**src/logic/sdi_pkg.sv**
```systemverilog
// Package with constants and types of the station diagnostic indicator
package sdi_pkg;
    localparam int unsigned NUM_SLOTS = 17;
    localparam logic [1:0] MS_FAULT = 2'b01;
    localparam logic [1:0] MS_NO_MODULE = 2'b11;
    localparam logic [1:0] MS_OK = 2'b00;
    localparam int unsigned PROC_IRQ_LEN = 4;
    localparam int unsigned DIAG_REC_LEN = 44;
    localparam int unsigned HW_IRQ_LEN = 4;
    localparam int unsigned IRQ_SECT_MAX = 48;
    localparam logic [7:0] PROC_PAD_BYTE = 8'h00;
    // Flash half period: 0.5 s at 250 MHz
    localparam int unsigned CLK_MHZ = 250;
    localparam int unsigned FLASH_MS = 500;
    localparam int unsigned FLASH_CYC = FLASH_MS * 1000 * CLK_MHZ;
    localparam int unsigned FLASH_W = 27;
    localparam logic [FLASH_W-1:0] FLASH_RST = 27'h0;
    // Register offsets
    localparam logic [3:0] REG_CTRL = 4'h0;
    localparam logic [3:0] REG_STATUS = 4'h1;
    localparam logic [3:0] REG_IRQ_STAT = 4'h2;
    localparam logic [3:0] REG_IRQ_MASK = 4'h3;
    localparam logic [3:0] REG_SLOT_ID = 4'h4;
    localparam logic [3:0] REG_SLOT_MS = 4'h5;
    localparam logic [3:0] REG_IRQ_INFO = 4'h6;
    localparam logic [31:0] CTRL_RST = 32'h0;
    localparam logic [31:0] MASK_RST = 32'h0;
    localparam logic [31:0] UNMAPPED_DATA = 32'h0;
    // Interrupt status bits
    localparam int unsigned EV_FAIL = 0;
    localparam int unsigned EV_CFG = 1;
    localparam int unsigned EV_MAINTENANCE_INDICATOR = 2;
    localparam int unsigned EV_DIAG = 3;
    localparam int unsigned EV_W = 4;
    typedef enum logic [1:0] {
        SDI_IRQ_NONE = 2'b00,
        SDI_IRQ_DIAG = 2'b01,
        SDI_IRQ_HW = 2'b10
    } sdi_irq_kind_t;
    typedef enum logic [1:0] {
        SDI_RUN = 2'b00,
        SDI_FAILED = 2'b01
    } sdi_state_t;
endpackage

```
**src/logic/sdi_station.sv**
```systemverilog
// Station diagnostics, slave failure and indicator logic
//
// Overview of operation
// - Process interrupt bytes three and four of the digital input status read zero.
// - Missing end module, too many modules, bad backplane always fail the station.
// - Faulty configuration sets identifier diagnostic bits of slots one to seventeen.
// - Slots before the failing slot report status code 01.
// - Failing slot and every later slot report status code 11.
// - Cyclic input and output data stop while the slave has failed.
// - Master events or slave expansion errors enter the slave failure.
// - Diagnostics, module events and record requests continue during failure.
// - Error-free exchange with supply shows group off, bus off, supply on.
// - Outside firmware update, missing supply or defective hardware turns all three indicators off.
// - Wrong or missing connect frame flashes bus fault, supply on.
// - No controller or no bus communication holds bus fault on.
// - Config mismatch, module error or pending diagnostics light group error.
// - Firmware update lights group and bus fault, supply off.
// - Maintenance requirement or request lights the maintenance indicator.
// - Each maintenance condition also raises an alarm to the controller.
// - Interrupt section length never exceeds 48 bytes.
// - Diagnostic interrupt carries 44 record bytes at offset four; hardware carries 4.
`timescale 1ns/1ps
`default_nettype none
module sdi_station
    import sdi_pkg::*;
(
    // Clock and reset
    input wire logic clk,
    input wire logic reset,
    // Avalon-MM slave
    input wire logic [3:0] avs_address,
    input wire logic avs_read,
    input wire logic avs_write,
    input wire logic [31:0] avs_writedata,
    input wire logic [3:0] avs_byteenable,
    output logic [31:0] avs_readdata,
    output logic avs_waitrequest,
    // Station conditions
    input wire logic end_module_missing,
    input wire logic too_many_modules,
    input wire logic backplane_fault,
    input wire logic [4:0] fail_slot,
    input wire logic master_fail_event,
    input wire logic supply_ok,
    input wire logic hw_defect,
    input wire logic connect_frame_bad,
    input wire logic no_controller,
    input wire logic cfg_mismatch,
    input wire logic module_error,
    input wire logic diag_pending,
    input wire logic fw_update,
    input wire logic maintenance_indicator_request,
    // Cyclic user data
    input wire logic [31:0] cyc_out_in,
    output logic [31:0] cyc_out_data,
    input wire logic [31:0] cyc_in_in,
    output logic [31:0] cyc_in_data,
    output logic data_exchange,
    // Diagnostic and record service
    input wire logic module_event,
    input wire logic record_req,
    output logic record_ack,
    output logic maintenance_indicator_alarm,
    // Indicators and interrupt
    output logic group_error_indicator,
    output logic bus_fault_indicator,
    output logic supply_indicator,
    output logic maintenance_indicator,
    output logic irq
);
    import sdi_pkg::*;

    function automatic logic [1:0] slot_code(input logic [4:0] slot,
        input logic [4:0] bad, input logic faulty);
        if (!faulty)
            slot_code = MS_OK;
        else if (slot < bad)
            slot_code = MS_FAULT;
        else
            slot_code = MS_NO_MODULE;
    endfunction

    sdi_state_t state_q, state_d;
    logic [31:0] ctrl_q;
    logic [EV_W-1:0] irq_stat_q, irq_stat_d, irq_mask_q;
    logic [FLASH_W-1:0] flash_cnt_q;
    logic flash_q;
    logic maintenance_indicator_q, cfg_q;
    logic [31:0] cyc_out_q, cyc_in_q;
    logic data_exchange_q, record_ack_q, maintenance_indicator_alarm_q;
    logic ge_q, bf_q, on_q, mt_q;
    logic [31:0] rdata_q;
    logic rvalid_q;
    logic [33:0] slot_ms;
    logic [16:0] slot_id;
    sdi_irq_kind_t irq_kind;

    wire cfg_faulty = end_module_missing | too_many_modules
        | backplane_fault;
    wire fail_entry = cfg_faulty | master_fail_event;
    wire sw_release = ctrl_q[0];
    wire acc = avs_read | avs_write;
    wire wr_ctrl = avs_write & rvalid_q & (avs_address == REG_CTRL);
    wire wr_clr = avs_write & rvalid_q & (avs_address == REG_IRQ_STAT);
    wire wr_mask = avs_write & rvalid_q & (avs_address == REG_IRQ_MASK);
    wire maintenance_indicator_rise = maintenance_indicator_request & ~maintenance_indicator_q;
    wire cfg_rise = cfg_faulty & ~cfg_q;
    wire [EV_W-1:0] ev = {diag_pending, maintenance_indicator_rise, cfg_rise,
        fail_entry & (state_q == SDI_RUN)};
    wire no_power = ~supply_ok | hw_defect;
    wire [7:0] irq_len = (irq_kind == SDI_IRQ_DIAG) ?
        8'(DIAG_REC_LEN + 4) : (irq_kind == SDI_IRQ_HW) ?
        8'(HW_IRQ_LEN + 4) : 8'h0;
    wire [7:0] irq_len_lim = (irq_len > 8'(IRQ_SECT_MAX)) ?
        8'(IRQ_SECT_MAX) : irq_len;
    wire [31:0] proc_status = {PROC_PAD_BYTE, PROC_PAD_BYTE,
        cyc_in_q[15:0]};

    genvar g;
    generate
        for (g = 0; g < NUM_SLOTS; g = g + 1)
        begin : g_slot
            assign slot_id[g] = cfg_faulty;
            assign slot_ms[2*g +: 2] = slot_code(5'(g + 1), fail_slot,
                cfg_faulty);
        end
    endgenerate

    assign irq_kind = diag_pending ? SDI_IRQ_DIAG :
        (module_event ? SDI_IRQ_HW : SDI_IRQ_NONE);

    // Failure state machine
    always_comb
    begin
        state_d = state_q;
        case (state_q)
            SDI_RUN:
            begin
                if (fail_entry)
                    state_d = SDI_FAILED;
            end
            SDI_FAILED:
            begin
                if (!fail_entry && sw_release)
                    state_d = SDI_RUN;
            end
            default:
                state_d = SDI_FAILED;
        endcase
    end

    assign irq_stat_d = (irq_stat_q & ~(wr_clr ? avs_writedata[EV_W-1:0]
        : {EV_W{1'b0}})) | ev;

    always_ff @(posedge clk)
    begin
        if (reset)
        begin
            state_q <= SDI_FAILED;
            ctrl_q <= CTRL_RST;
            irq_stat_q <= '0;
            irq_mask_q <= MASK_RST[EV_W-1:0];
            maintenance_indicator_q <= 1'b0;
            cfg_q <= 1'b0;
        end
        else
        begin
            state_q <= state_d;
            if (wr_ctrl && avs_byteenable[0])
                ctrl_q <= avs_writedata;
            irq_stat_q <= irq_stat_d;
            if (wr_mask && avs_byteenable[0])
                irq_mask_q <= avs_writedata[EV_W-1:0];
            maintenance_indicator_q <= maintenance_indicator_request;
            cfg_q <= cfg_faulty;
        end
    end

    // Cyclic data gated by failure
    always_ff @(posedge clk)
    begin
        if (reset)
        begin
            cyc_out_q <= '0;
            cyc_in_q <= '0;
            data_exchange_q <= 1'b0;
        end
        else
        begin
            data_exchange_q <= (state_d == SDI_RUN);
            if (state_d == SDI_RUN)
            begin
                cyc_out_q <= cyc_out_in;
                cyc_in_q <= cyc_in_in;
            end
        end
    end

    // Records and alarms served in every state
    always_ff @(posedge clk)
    begin
        if (reset)
        begin
            record_ack_q <= 1'b0;
            maintenance_indicator_alarm_q <= 1'b0;
        end
        else
        begin
            record_ack_q <= record_req;
            maintenance_indicator_alarm_q <= maintenance_indicator_rise;
        end
    end

    // Flash timer
    always_ff @(posedge clk)
    begin
        if (reset)
        begin
            flash_cnt_q <= FLASH_RST;
            flash_q <= 1'b0;
        end
        else if (flash_cnt_q == FLASH_W'(FLASH_CYC - 1))
        begin
            flash_cnt_q <= FLASH_RST;
            flash_q <= ~flash_q;
        end
        else
            flash_cnt_q <= flash_cnt_q + 1'b1;
    end

    // Indicator priority
    logic ge_d, bf_d, on_d;
    always_comb
    begin
        ge_d = cfg_mismatch | module_error | diag_pending
            | cfg_faulty;
        bf_d = 1'b0;
        on_d = 1'b1;
        if (no_controller)
            bf_d = 1'b1;
        else if (connect_frame_bad)
            bf_d = flash_q;
        if (fw_update)
        begin
            ge_d = 1'b1;
            bf_d = 1'b1;
            on_d = 1'b0;
        end
        else if (no_power)
        begin
            ge_d = 1'b0;
            bf_d = 1'b0;
            on_d = 1'b0;
        end
    end

    always_ff @(posedge clk)
    begin
        if (reset)
        begin
            ge_q <= 1'b0;
            bf_q <= 1'b0;
            on_q <= 1'b0;
            mt_q <= 1'b0;
        end
        else
        begin
            ge_q <= ge_d;
            bf_q <= bf_d;
            on_q <= on_d;
            mt_q <= maintenance_indicator_request;
        end
    end

    // Register read
    wire [31:0] rd_mux =
        (avs_address == REG_CTRL) ? ctrl_q :
        (avs_address == REG_STATUS) ? {26'h0, cfg_faulty, no_power,
            fw_update, maintenance_indicator_request, state_q} :
        (avs_address == REG_IRQ_STAT) ? {28'h0, irq_stat_q} :
        (avs_address == REG_IRQ_MASK) ? {28'h0, irq_mask_q} :
        (avs_address == REG_SLOT_ID) ? {15'h0, slot_id} :
        (avs_address == REG_SLOT_MS) ? slot_ms[31:0] :
        (avs_address == REG_IRQ_INFO) ? {6'h0, slot_ms[33:32],
            6'h0, irq_kind, irq_len_lim, proc_status[31:24]} :
        UNMAPPED_DATA;

    always_ff @(posedge clk)
    begin
        if (reset)
        begin
            rdata_q <= '0;
            rvalid_q <= 1'b0;
        end
        else
        begin
            rvalid_q <= acc & ~rvalid_q;
            if (avs_read)
                rdata_q <= rd_mux;
        end
    end

    assign avs_waitrequest = acc & ~rvalid_q;
    assign avs_readdata = rdata_q;
    assign cyc_out_data = cyc_out_q;
    assign cyc_in_data = proc_status | {16'h0, cyc_in_q[15:0]};
    assign data_exchange = data_exchange_q;
    assign record_ack = record_ack_q;
    assign maintenance_indicator_alarm = maintenance_indicator_alarm_q;
    assign group_error_indicator = ge_q;
    assign bus_fault_indicator = bf_q;
    assign supply_indicator = on_q;
    assign maintenance_indicator = mt_q;
    assign irq = |(irq_stat_q & irq_mask_q);
endmodule
`default_nettype wire

```
**config.mk**
```make
export PLATFORM = sky130hd
export DESIGN_NAME = sdi_station
export DESIGN_NICKNAME = d
export VERILOG_FILES = /design/src/logic/sdi_pkg.sv /design/src/logic/sdi_station.sv
export SDC_FILE = /design/constraint.sdc
export NUM_CORES = 1
export LEC_CHECK = 0
export ABC_AREA = 1
export BUFFER_PORTS_ARGS = -buffer_cell sky130_fd_sc_hd__buf_2
export CORE_ASPECT_RATIO = 1.25
export CORE_MARGIN = 2
export CORE_UTILIZATION = 30
export CTS_CLUSTER_DIAMETER = 60
export DETAILED_ROUTE_END_ITERATION = 10
export GPL_ROUTABILITY_DRIVEN = 0
export PLACE_DENSITY_LB_ADDON = 0.2
export RECOVER_POWER = 25
export SKIP_CTS_REPAIR_TIMING = 1
export SYNTH_ARGS = -nofsm -noshare
export SYNTH_HDL_FRONTEND = slang
export SYNTH_SLANG_ARGS = --single-unit
```
**constraint.sdc**
```tcl
create_clock -name clk -period 2.3 [get_ports clk]
set_input_delay 0.115 -clock clk [delete_from_list [all_inputs] [get_ports clk]]
set_output_delay 0.115 -clock clk [all_outputs]
set_load 0.02 [all_outputs]
```
# == After elaboration in Yosys (flattened, before gate mapping) ==
# Index checks and enable logic that the tools add are counted.
# totals
ff_bits,159
latch_bits,0
mem_bits_rw,0
rom_bits,0
input_bits,128
output_inout_bits,105
elab_cells,140
n_memories,0
# op_classes
n_addsub,1
mul,0
div_mod_pow,0
n_lt_le_gt_ge,18
eq_ne,10
shift,0
muxes,57
n_bitwise,26
reduce_logical,10
# op_table
operator,n
2-to-1 mux 32 bit,6
2-to-1 mux 2 bit,38
< comparator 4 x 5 -> 1 bit (first input constant),8
adder 27 x 1 -> 27 bit (second input constant),1
equality test 27 bit (second input constant),1
2-to-1 mux 26 bit,1
< comparator 3 x 5 -> 1 bit (first input constant),4
bitwise OR 16 bit,1
equality test 4 x 3 -> 1 bit (second input constant),3
2-to-1 mux 6 bit,2
< comparator 2 x 5 -> 1 bit (first input constant),2
< comparator 5 bit (first input constant),2
bitwise AND 1 bit,8
bitwise AND 4 bit,2
equality test 4 x 2 -> 1 bit (second input constant),2
2-to-1 mux 4 bit,2
bitwise OR 1 bit,8
2-to-1 mux 1 bit,7
> comparator 6 bit (second input constant),1
< comparator 1 x 5 -> 1 bit (first input constant),1
NOT 1 bit,5
equality test 2 x 1 -> 1 bit (second input constant),2
equality test 4 x 1 -> 1 bit (second input constant),1
zero test 2 bit,2
9 further kinds,12

# == Depth between registers and ports, before layout ==
# Gate-level depths: netlist of run 1.
# depth
ltp_word,14
ltp_mapped,11
mapped_depth_nobuf,9

# == Worst setup path after synthesis of run 1 ==
# Ideal clock, no wire load.
# synth_path
kind,register -> register
start,register flash_cnt_q[0]
end,register flash_cnt_q[12]
setup_time_ps,119
arrival_time_ps,1457
t_required_ps,2181
path_slack_ps,724
stages_incl_launch_ff,10
n_path_buf,1
period_less_slack_ps,1576
path_cell_list,dfxtp_1 ha_1 nand2_2 nor2_4 nand4_1 nor3_2 nand2_1 nand2_4 buf_6 a21oi_1
# synth_between
elab_chain_len,2
elab_cells_between_ends,3
classes_between,add/sub: 1; eq/ne: 1; reduce/logical: 1
# synth_lines
item,line_no,text
"start, declared",sdi_station.sv:86,logic [FLASH_W-1:0] flash_cnt_q;
"start signal, assigned",sdi_station.sv:228,flash_cnt_q <= flash_cnt_q + 1'b1;
branches (longest 2 deep; another with adder 27 x 1 -> 27 bit),--,
# Several ways; the timed one is not identified.
# A chain may end at the register's enable or synchronous reset.

# == Worst setup path after layout of run 1 ==
# layout_path
start,register flash_cnt_q[0]
end,register flash_cnt_q[3]
# The elaborated chain is that of the path after synthesis.

==> impl_metrics.tcl, run 1 <==
set metrics [dict create \
    detail-route-antenna-nets 0 \
    clock_latency_ns 0.43 \
    hp-class "input pin to register" \
    numCtsBuffers 17 \
    maxCapViolCount 0 \
    port_buffers 197 \
    synth_ff_type "dfxtp_1" \
    syn_to_final_growth_pct 37.0 \
    synth.largest_area_cell "dfxtp_1" \
    vias_per_cell 4.54 \
    crit_end "flash_cnt_q[3]$_SDFF_PP0_" \
    initial_core_util_pct 30.5 \
    fin_nets 1316 \
    total_power_mw 6.64 \
    post-dp-hpwl_um 14000 \
    grt_pass1_wl_um 30500 \
    num_rows 61 \
    hold_viol 5 \
    antenna_found_initial 0 \
    cts-root-buf "clkbuf_16" \
    fill_cells 2306 \
    p_per_area_nw_per_um2 716 \
    synthTopCellsByCount "nand2_1 (228), dfxtp_1 (159), nor2_1 (97), o21ai_0 (73), inv_1 (72)" \
    finalCriticalPeriod_ns 1.75 \
    die_h_um 172 \
    fin_ws_ns 0.554 \
    whs_ns -0.0235 \
    p_leak_nw 4.17 \
    arrival_ns 2.04 \
    worstMarginPinSlew_ns 0.553 \
    cts_buffer_depth 2 \
    overflow 0 \
    cts_tree "yes" \
    ys_ff_latch 159 \
    synth_top_cell_area_share_pct 47.0 \
    grt_max_degree 113 \
    cts_max_level 4 \
    worst_r2r_path_depth 8 \
    synth_area_leaders "dfxtp_1 (47%), nand2_1 (13%), o21ai_0 (5.4%)" \
    tns_ns 0 \
    synth-edff-count 0 \
    avgRoutedWirePerCell_um 13.5 \
    path_max_fanout 27 \
    syn_inst 924 \
    status "finished, violations left" \
    async_flop_share_pct 0 \
    rsz0062_at_grt "false" \
    antenna_cells 0 \
    endpoint_kind "register" \
    ys_warn_count 0 \
    synth.distinct_cells 42 \
    post-route-period-util_pct 75.9 \
    netlist_area_um2 6770 \
    slew_violations 0 \
    max_freq_mhz 573 \
    ios 233 \
    core_area_um2 22200 \
    pre_cts_ws_ns 0.531 \
    grt_usage_pct 16.0 \
    setup_viol 0 \
    fp.dieW_um 138 \
    fin_skew_ns 0.0139 \
    ir_drop_mv 0.477 \
    path_class "register to register" \
    synth_most_common_cell "nand2_1" \
    syn_area_per_cell_um2 7.32 \
    critical_path.startpoint "flash_cnt_q[0]$_SDFF_PP0_" \
    required_ns 2.59 \
    clock_sinks 159 \
    die_area_um2 23800 \
    crit-reg2reg-launch "flash_cnt_q[0]$_SDFF_PP0_" \
    r2r_setup_slack_ns 0.55 \
    drt_drc_violations_left 0 \
    violations "negative hold slack" \
    drive_gt1_share_pct 19.8 \
    drt_iter0_drc 331 \
    yosysSeqAreaShare_pct 47.0 \
    drt_wl_total_um 20000 \
    drtPass1Iterations 4 \
    relSlewSlack_pct 63.1 \
    routed-via-count 6737 \
    start_kind "register" \
    grt_pass1_vias 6016 \
    clk_pin_slew_worst_paths_ns 0.07 \
    rr_endpoint "flash_cnt_q[3]$_SDFF_PP0_" \
]
==> worst min path at each step <==
stage	from	endpoint	slack (ns)	cells past startpoint
5_1_grt	avs_writedata[28]	ctrl_q[28]$_SDFFE_PP0P_	0.001	3
6_report	cfg_mismatch	group_error_indicator$_SDFF_PP0_	-0.02	3
3_3_place_gp	cyc_in_in[13]	cyc_in_q[13]$_SDFFE_PP0P_	0.30	3
4_1_cts	cyc_out_in[5]	cyc_out_data[5]$_SDFFE_PP0P_	-0.16	3
3_5_place_dp	cyc_out_in[30]	cyc_out_data[30]$_SDFFE_PP0P_	0.31	3
2_1_floorplan	fw_update	supply_indicator$_SDFF_PP0_	0.19	1
==> report_power, final <==
group / switching (mW) / internal [mW] / total (mW)
clock network: 1.34 / 1.57 / 2.92
logic: 0.468 / 0.311 / 0.779
registers: 0.0650 / 2.88 / 2.94
total: 1.88 / 4.76 / 6.64
==> through the flow <==
step | area [µm²] | std cells | utilization [%] | hold WS (ns)
final | 9280 | 1483 | 41.8 | -0.0235
after global routing | 9280 | 1483 | 41.8 | 0.00136
after CTS | 8560 | 1405 | 38.5 | -0.155
after detailed placement | 7940 | 1373 | 35.8 | 0.306
after global placement | 7940 | 1373 | 35.8 | 0.302
after floorplan | 6830 | 940 | - | 0.193
==> cell usage in the layout (no fill, tap or decap), types with 4 or more instances in the layout <==
master         instances
nand2_1              231
buf_2                165
dfxtp_1              159
nor2_1                98
dlygate4sd3_1         78
o21ai_0               75
inv_1                 73
nand3_1               66
a21oi_1               51
clkbuf_1              33
nand4_1               20
conb_1                17
clkbuf_16             17
nor3_1                14
a31oi_1               12
o211ai_1              11
inv_2                  9
inv_8                  6
buf_4                  6
or2_2                  5
nand2_2                4
nand3b_1               4
==> sequential cells by signal, summed over array words and instances (netlist names), 2 cells and up <==
register      count
cyc_out_data     32
avs_readdata     32
irq_mask_q        4
state_q           2
flash_cnt_q      27
cyc_in_q         16
ctrl_q           32
irq_stat_q        4
==> per-layer routing <==
layer	track usage (%)	vias to the layer above	wire, µm
met5	0	-	0
met1	19.3	3056	8800
met4	5.55	0	299
met3	4.82	19	993
li1	-	3501	-
met2	27.1	161	9930
==> critical path, stage by stage, from the launching register on <==
cell     delay (ns)
dfxtp_1        0.39
ha_1           0.21
nand2_2        0.08
nor2_4         0.15
nand4_1        0.14
nor3_2         0.16
nand2_1        0.13
nand2_4        0.28
a21oi_1        0.07
==> cell type report <==
type | instances | area [µm²] | area share, %
Clock inverter | 15 | 189 | 2.04
Clock buffer | 17 | 425 | 4.59
Sequential cell | 159 | 3180 | 34.3
Timing Repair Buffer | 284 | 1820 | 19.6
Tap cell | 283 | 354 | 3.82
Multi-Input combinational cell | 640 | 2990 | 32.2
Inverter | 85 | 320 | 3.45
==> cell families after synthesis <==
group / Yosys count / synth area share, %
adders and majority gates: 1 / 0.185
xor gates and xnor gates: 6 / 0.777
buffers and inverters: 141 / 9.43
other: 1 / 0.0554
and+or+nand+nor: 457 / 29.8
DFF: 159 / 47.0
AOI/OAI and AO/OA: 159 / 12.8
Note: power is estimated with default switching activity, not from simulation.
==> inputs of run 2 (changes only) <==
- clock period: 2.3 -> 1.7 ns (I/O delays scaled with it)
==> impl_metrics.tcl, run 2 (synthesized netlist as in run 1, its figures left out) <==
set metrics [dict create \
    numCtsBuffers 17 \
    start_kind "register" \
    grt_usage_pct 16.1 \
    syn_to_final_growth_pct 40.0 \
    p_leak_nw 4.27 \
    place_area_um2 8120 \
    drtPass1Iterations 5 \
    drive_gt1_share_pct 20.5 \
    antenna_cells 0 \
    endpoint_kind "register" \
    clock_latency_ns 0.42 \
    max_stage_delay_ns 0.37 \
    post-route-util_pct 42.7 \
    overflow 0 \
    setup_viol 0 \
    grt_pass1_wl_um 30600 \
    hp-class "input pin to register" \
    worst_r2r_path_depth 8 \
    die_area_um2 23800 \
    status "finished, violations left" \
    cts_buffer_depth 2 \
    grt_max_degree 70 \
    cts_tree "yes" \
    required_ns 2.05 \
    hold_viol 3 \
    r2r_setup_slack_ns 0.12 \
    worstPathCellList "ha_1 -> nand2_2 -> inv_1 -> nand2_1 -> nor2_2 -> nand3_1 -> or2_0 -> a21oi_1" \
    arrival_ns 1.92 \
    tns_ns 0 \
    antenna_found_initial 0 \
    total_power_mw 8.90 \
    cts_max_level 4 \
    port_buffers 197 \
    path_max_fanout 4 \
    avgRoutedWirePerCell_um 13.4 \
    fin_skew_ns 0.0168 \
    final_area_um2 9470 \
    ios 233 \
    num_rows 61 \
    post-route-period-util_pct 92.7 \
    post-dp-hpwl_um 14400 \
    p_per_area_nw_per_um2 940 \
    slew_violations 0 \
    final_common_cell "nand2_1" \
    clk_pin_slew_worst_paths_ns 0.06 \
    finalCriticalPeriod_ns 1.58 \
    cpMaxStageDelayCell "dfxtp_1" \
    detail-route-antenna-nets 0 \
    fp.dieW_um 138 \
    grt_pass1_vias 5913 \
    ir_drop_mv 0.669 \
    fin_nets 1339 \
    maxCapViolCount 0 \
    hold_end "ctrl_q[22]$_SDFFE_PP0P_" \
    drt_wl_total_um 20200 \
    relSlewSlack_pct 63.5 \
    drt_drc_violations_left 0 \
    core_area_um2 22200 \
    violations "negative hold slack" \
    rr_endpoint "flash_cnt_q[14]$_SDFF_PP0_" \
    crit-reg2reg-launch "flash_cnt_q[0]$_SDFF_PP0_" \
    routed-via-count 6828 \
    whs_ns -0.0427 \
    worstMarginPinSlew_ns 0.548 \
    initial_core_util_pct 30.5 \
    drt_iter0_drc 361 \
    vias_per_cell 4.54 \
    min_from "avs_writedata[22]" \
    max_freq_mhz 634 \
    cts-root-buf "clkbuf_16" \
    layout_common_cells "nand2_1 (231), buf_2 (162), dfxtp_1 (159), nor2_1 (98), dlygate4sd3_1 (84)" \
    path_class "register to register" \
    whs_path_depth 3 \
    die_h_um 172 \
    clock_sinks 159 \
    rsz0062_at_grt "false" \
]
run 2: cell count changes in the layout (fill, tap and decap cells not counted), sizes merged:
| cell | change |
|---|---|
| dlygate4sd3 | +6 |
| clkinv | -3 |
| clkbuf | +4 |
| bufinv | +1 |
| buf | +14 |
run 2: per-layer routing:
metal | vias to the layer above | track usage [%] | part of all wire (%)
met5 | - | 0 | 0
met4 | 0 | 6.39 | 2.3
met3 | 24 | 4.90 | 4.7
met2 | 159 | 27.2 | 49
met1 | 3107 | 19.2 | 44
li1 | 3538 | - | -
run 2: layout make-up:
cell class	count	area (µm²)
clock inverter	13	150
tap	283	354
sequential	159	3180
timing repair buffer	307	2050
clock buffer	18	429
multi-input combinational	640	2990
fill	2292	12700
inverter	85	320
run 2: worst max-delay path by stage:
stage	from	end	slack (ns)
6_report	flash_cnt_q[0]$_SDFF_PP0_	flash_cnt_q[14]$_SDFF_PP0_	0.12
3_5_place_dp	flash_cnt_q[0]$_SDFF_PP0_	flash_cnt_q[12]$_SDFF_PP0_	0.13
2_1_floorplan	flash_cnt_q[0]$_SDFF_PP0_	flash_cnt_q[12]$_SDFF_PP0_	0.12
3_3_place_gp	flash_cnt_q[0]$_SDFF_PP0_	flash_cnt_q[16]$_SDFF_PP0_	0.15
5_1_grt	flash_cnt_q[0]$_SDFF_PP0_	flash_cnt_q[9]$_SDFF_PP0_	0.005
4_1_cts	flash_cnt_q[0]$_SDFF_PP0_	flash_cnt_q[5]$_SDFF_PP0_	0.12
run 2: stage by stage:
step | hold slack (ns) | instances | setup slack, ns
after floorplan | 0.163 | 940 | 0.124
after global placement | 0.270 | 1390 | 0.149
after detailed placement | 0.276 | 1390 | 0.126
after CTS | -0.173 | 1421 | 0.120
after global routing | 0.00612 | 1505 | 0.00466
final | -0.0427 | 1505 | 0.123
run 2: where the power goes:
group          total [mW]  switching (mW)  internal, mW
Clock                3.83            1.64          2.20
Sequential           3.98          0.0871          3.89
Combinational        1.09           0.638         0.452
run 2: critical path: cells and delay by family (launching register included):
family | cells | cell delay [ns]
compound gates | 1 | 0.11
buf+inv | 1 | 0.08
fa+ha+maj | 1 | 0.20
flops | 1 | 0.37
simple gates | 5 | 0.74
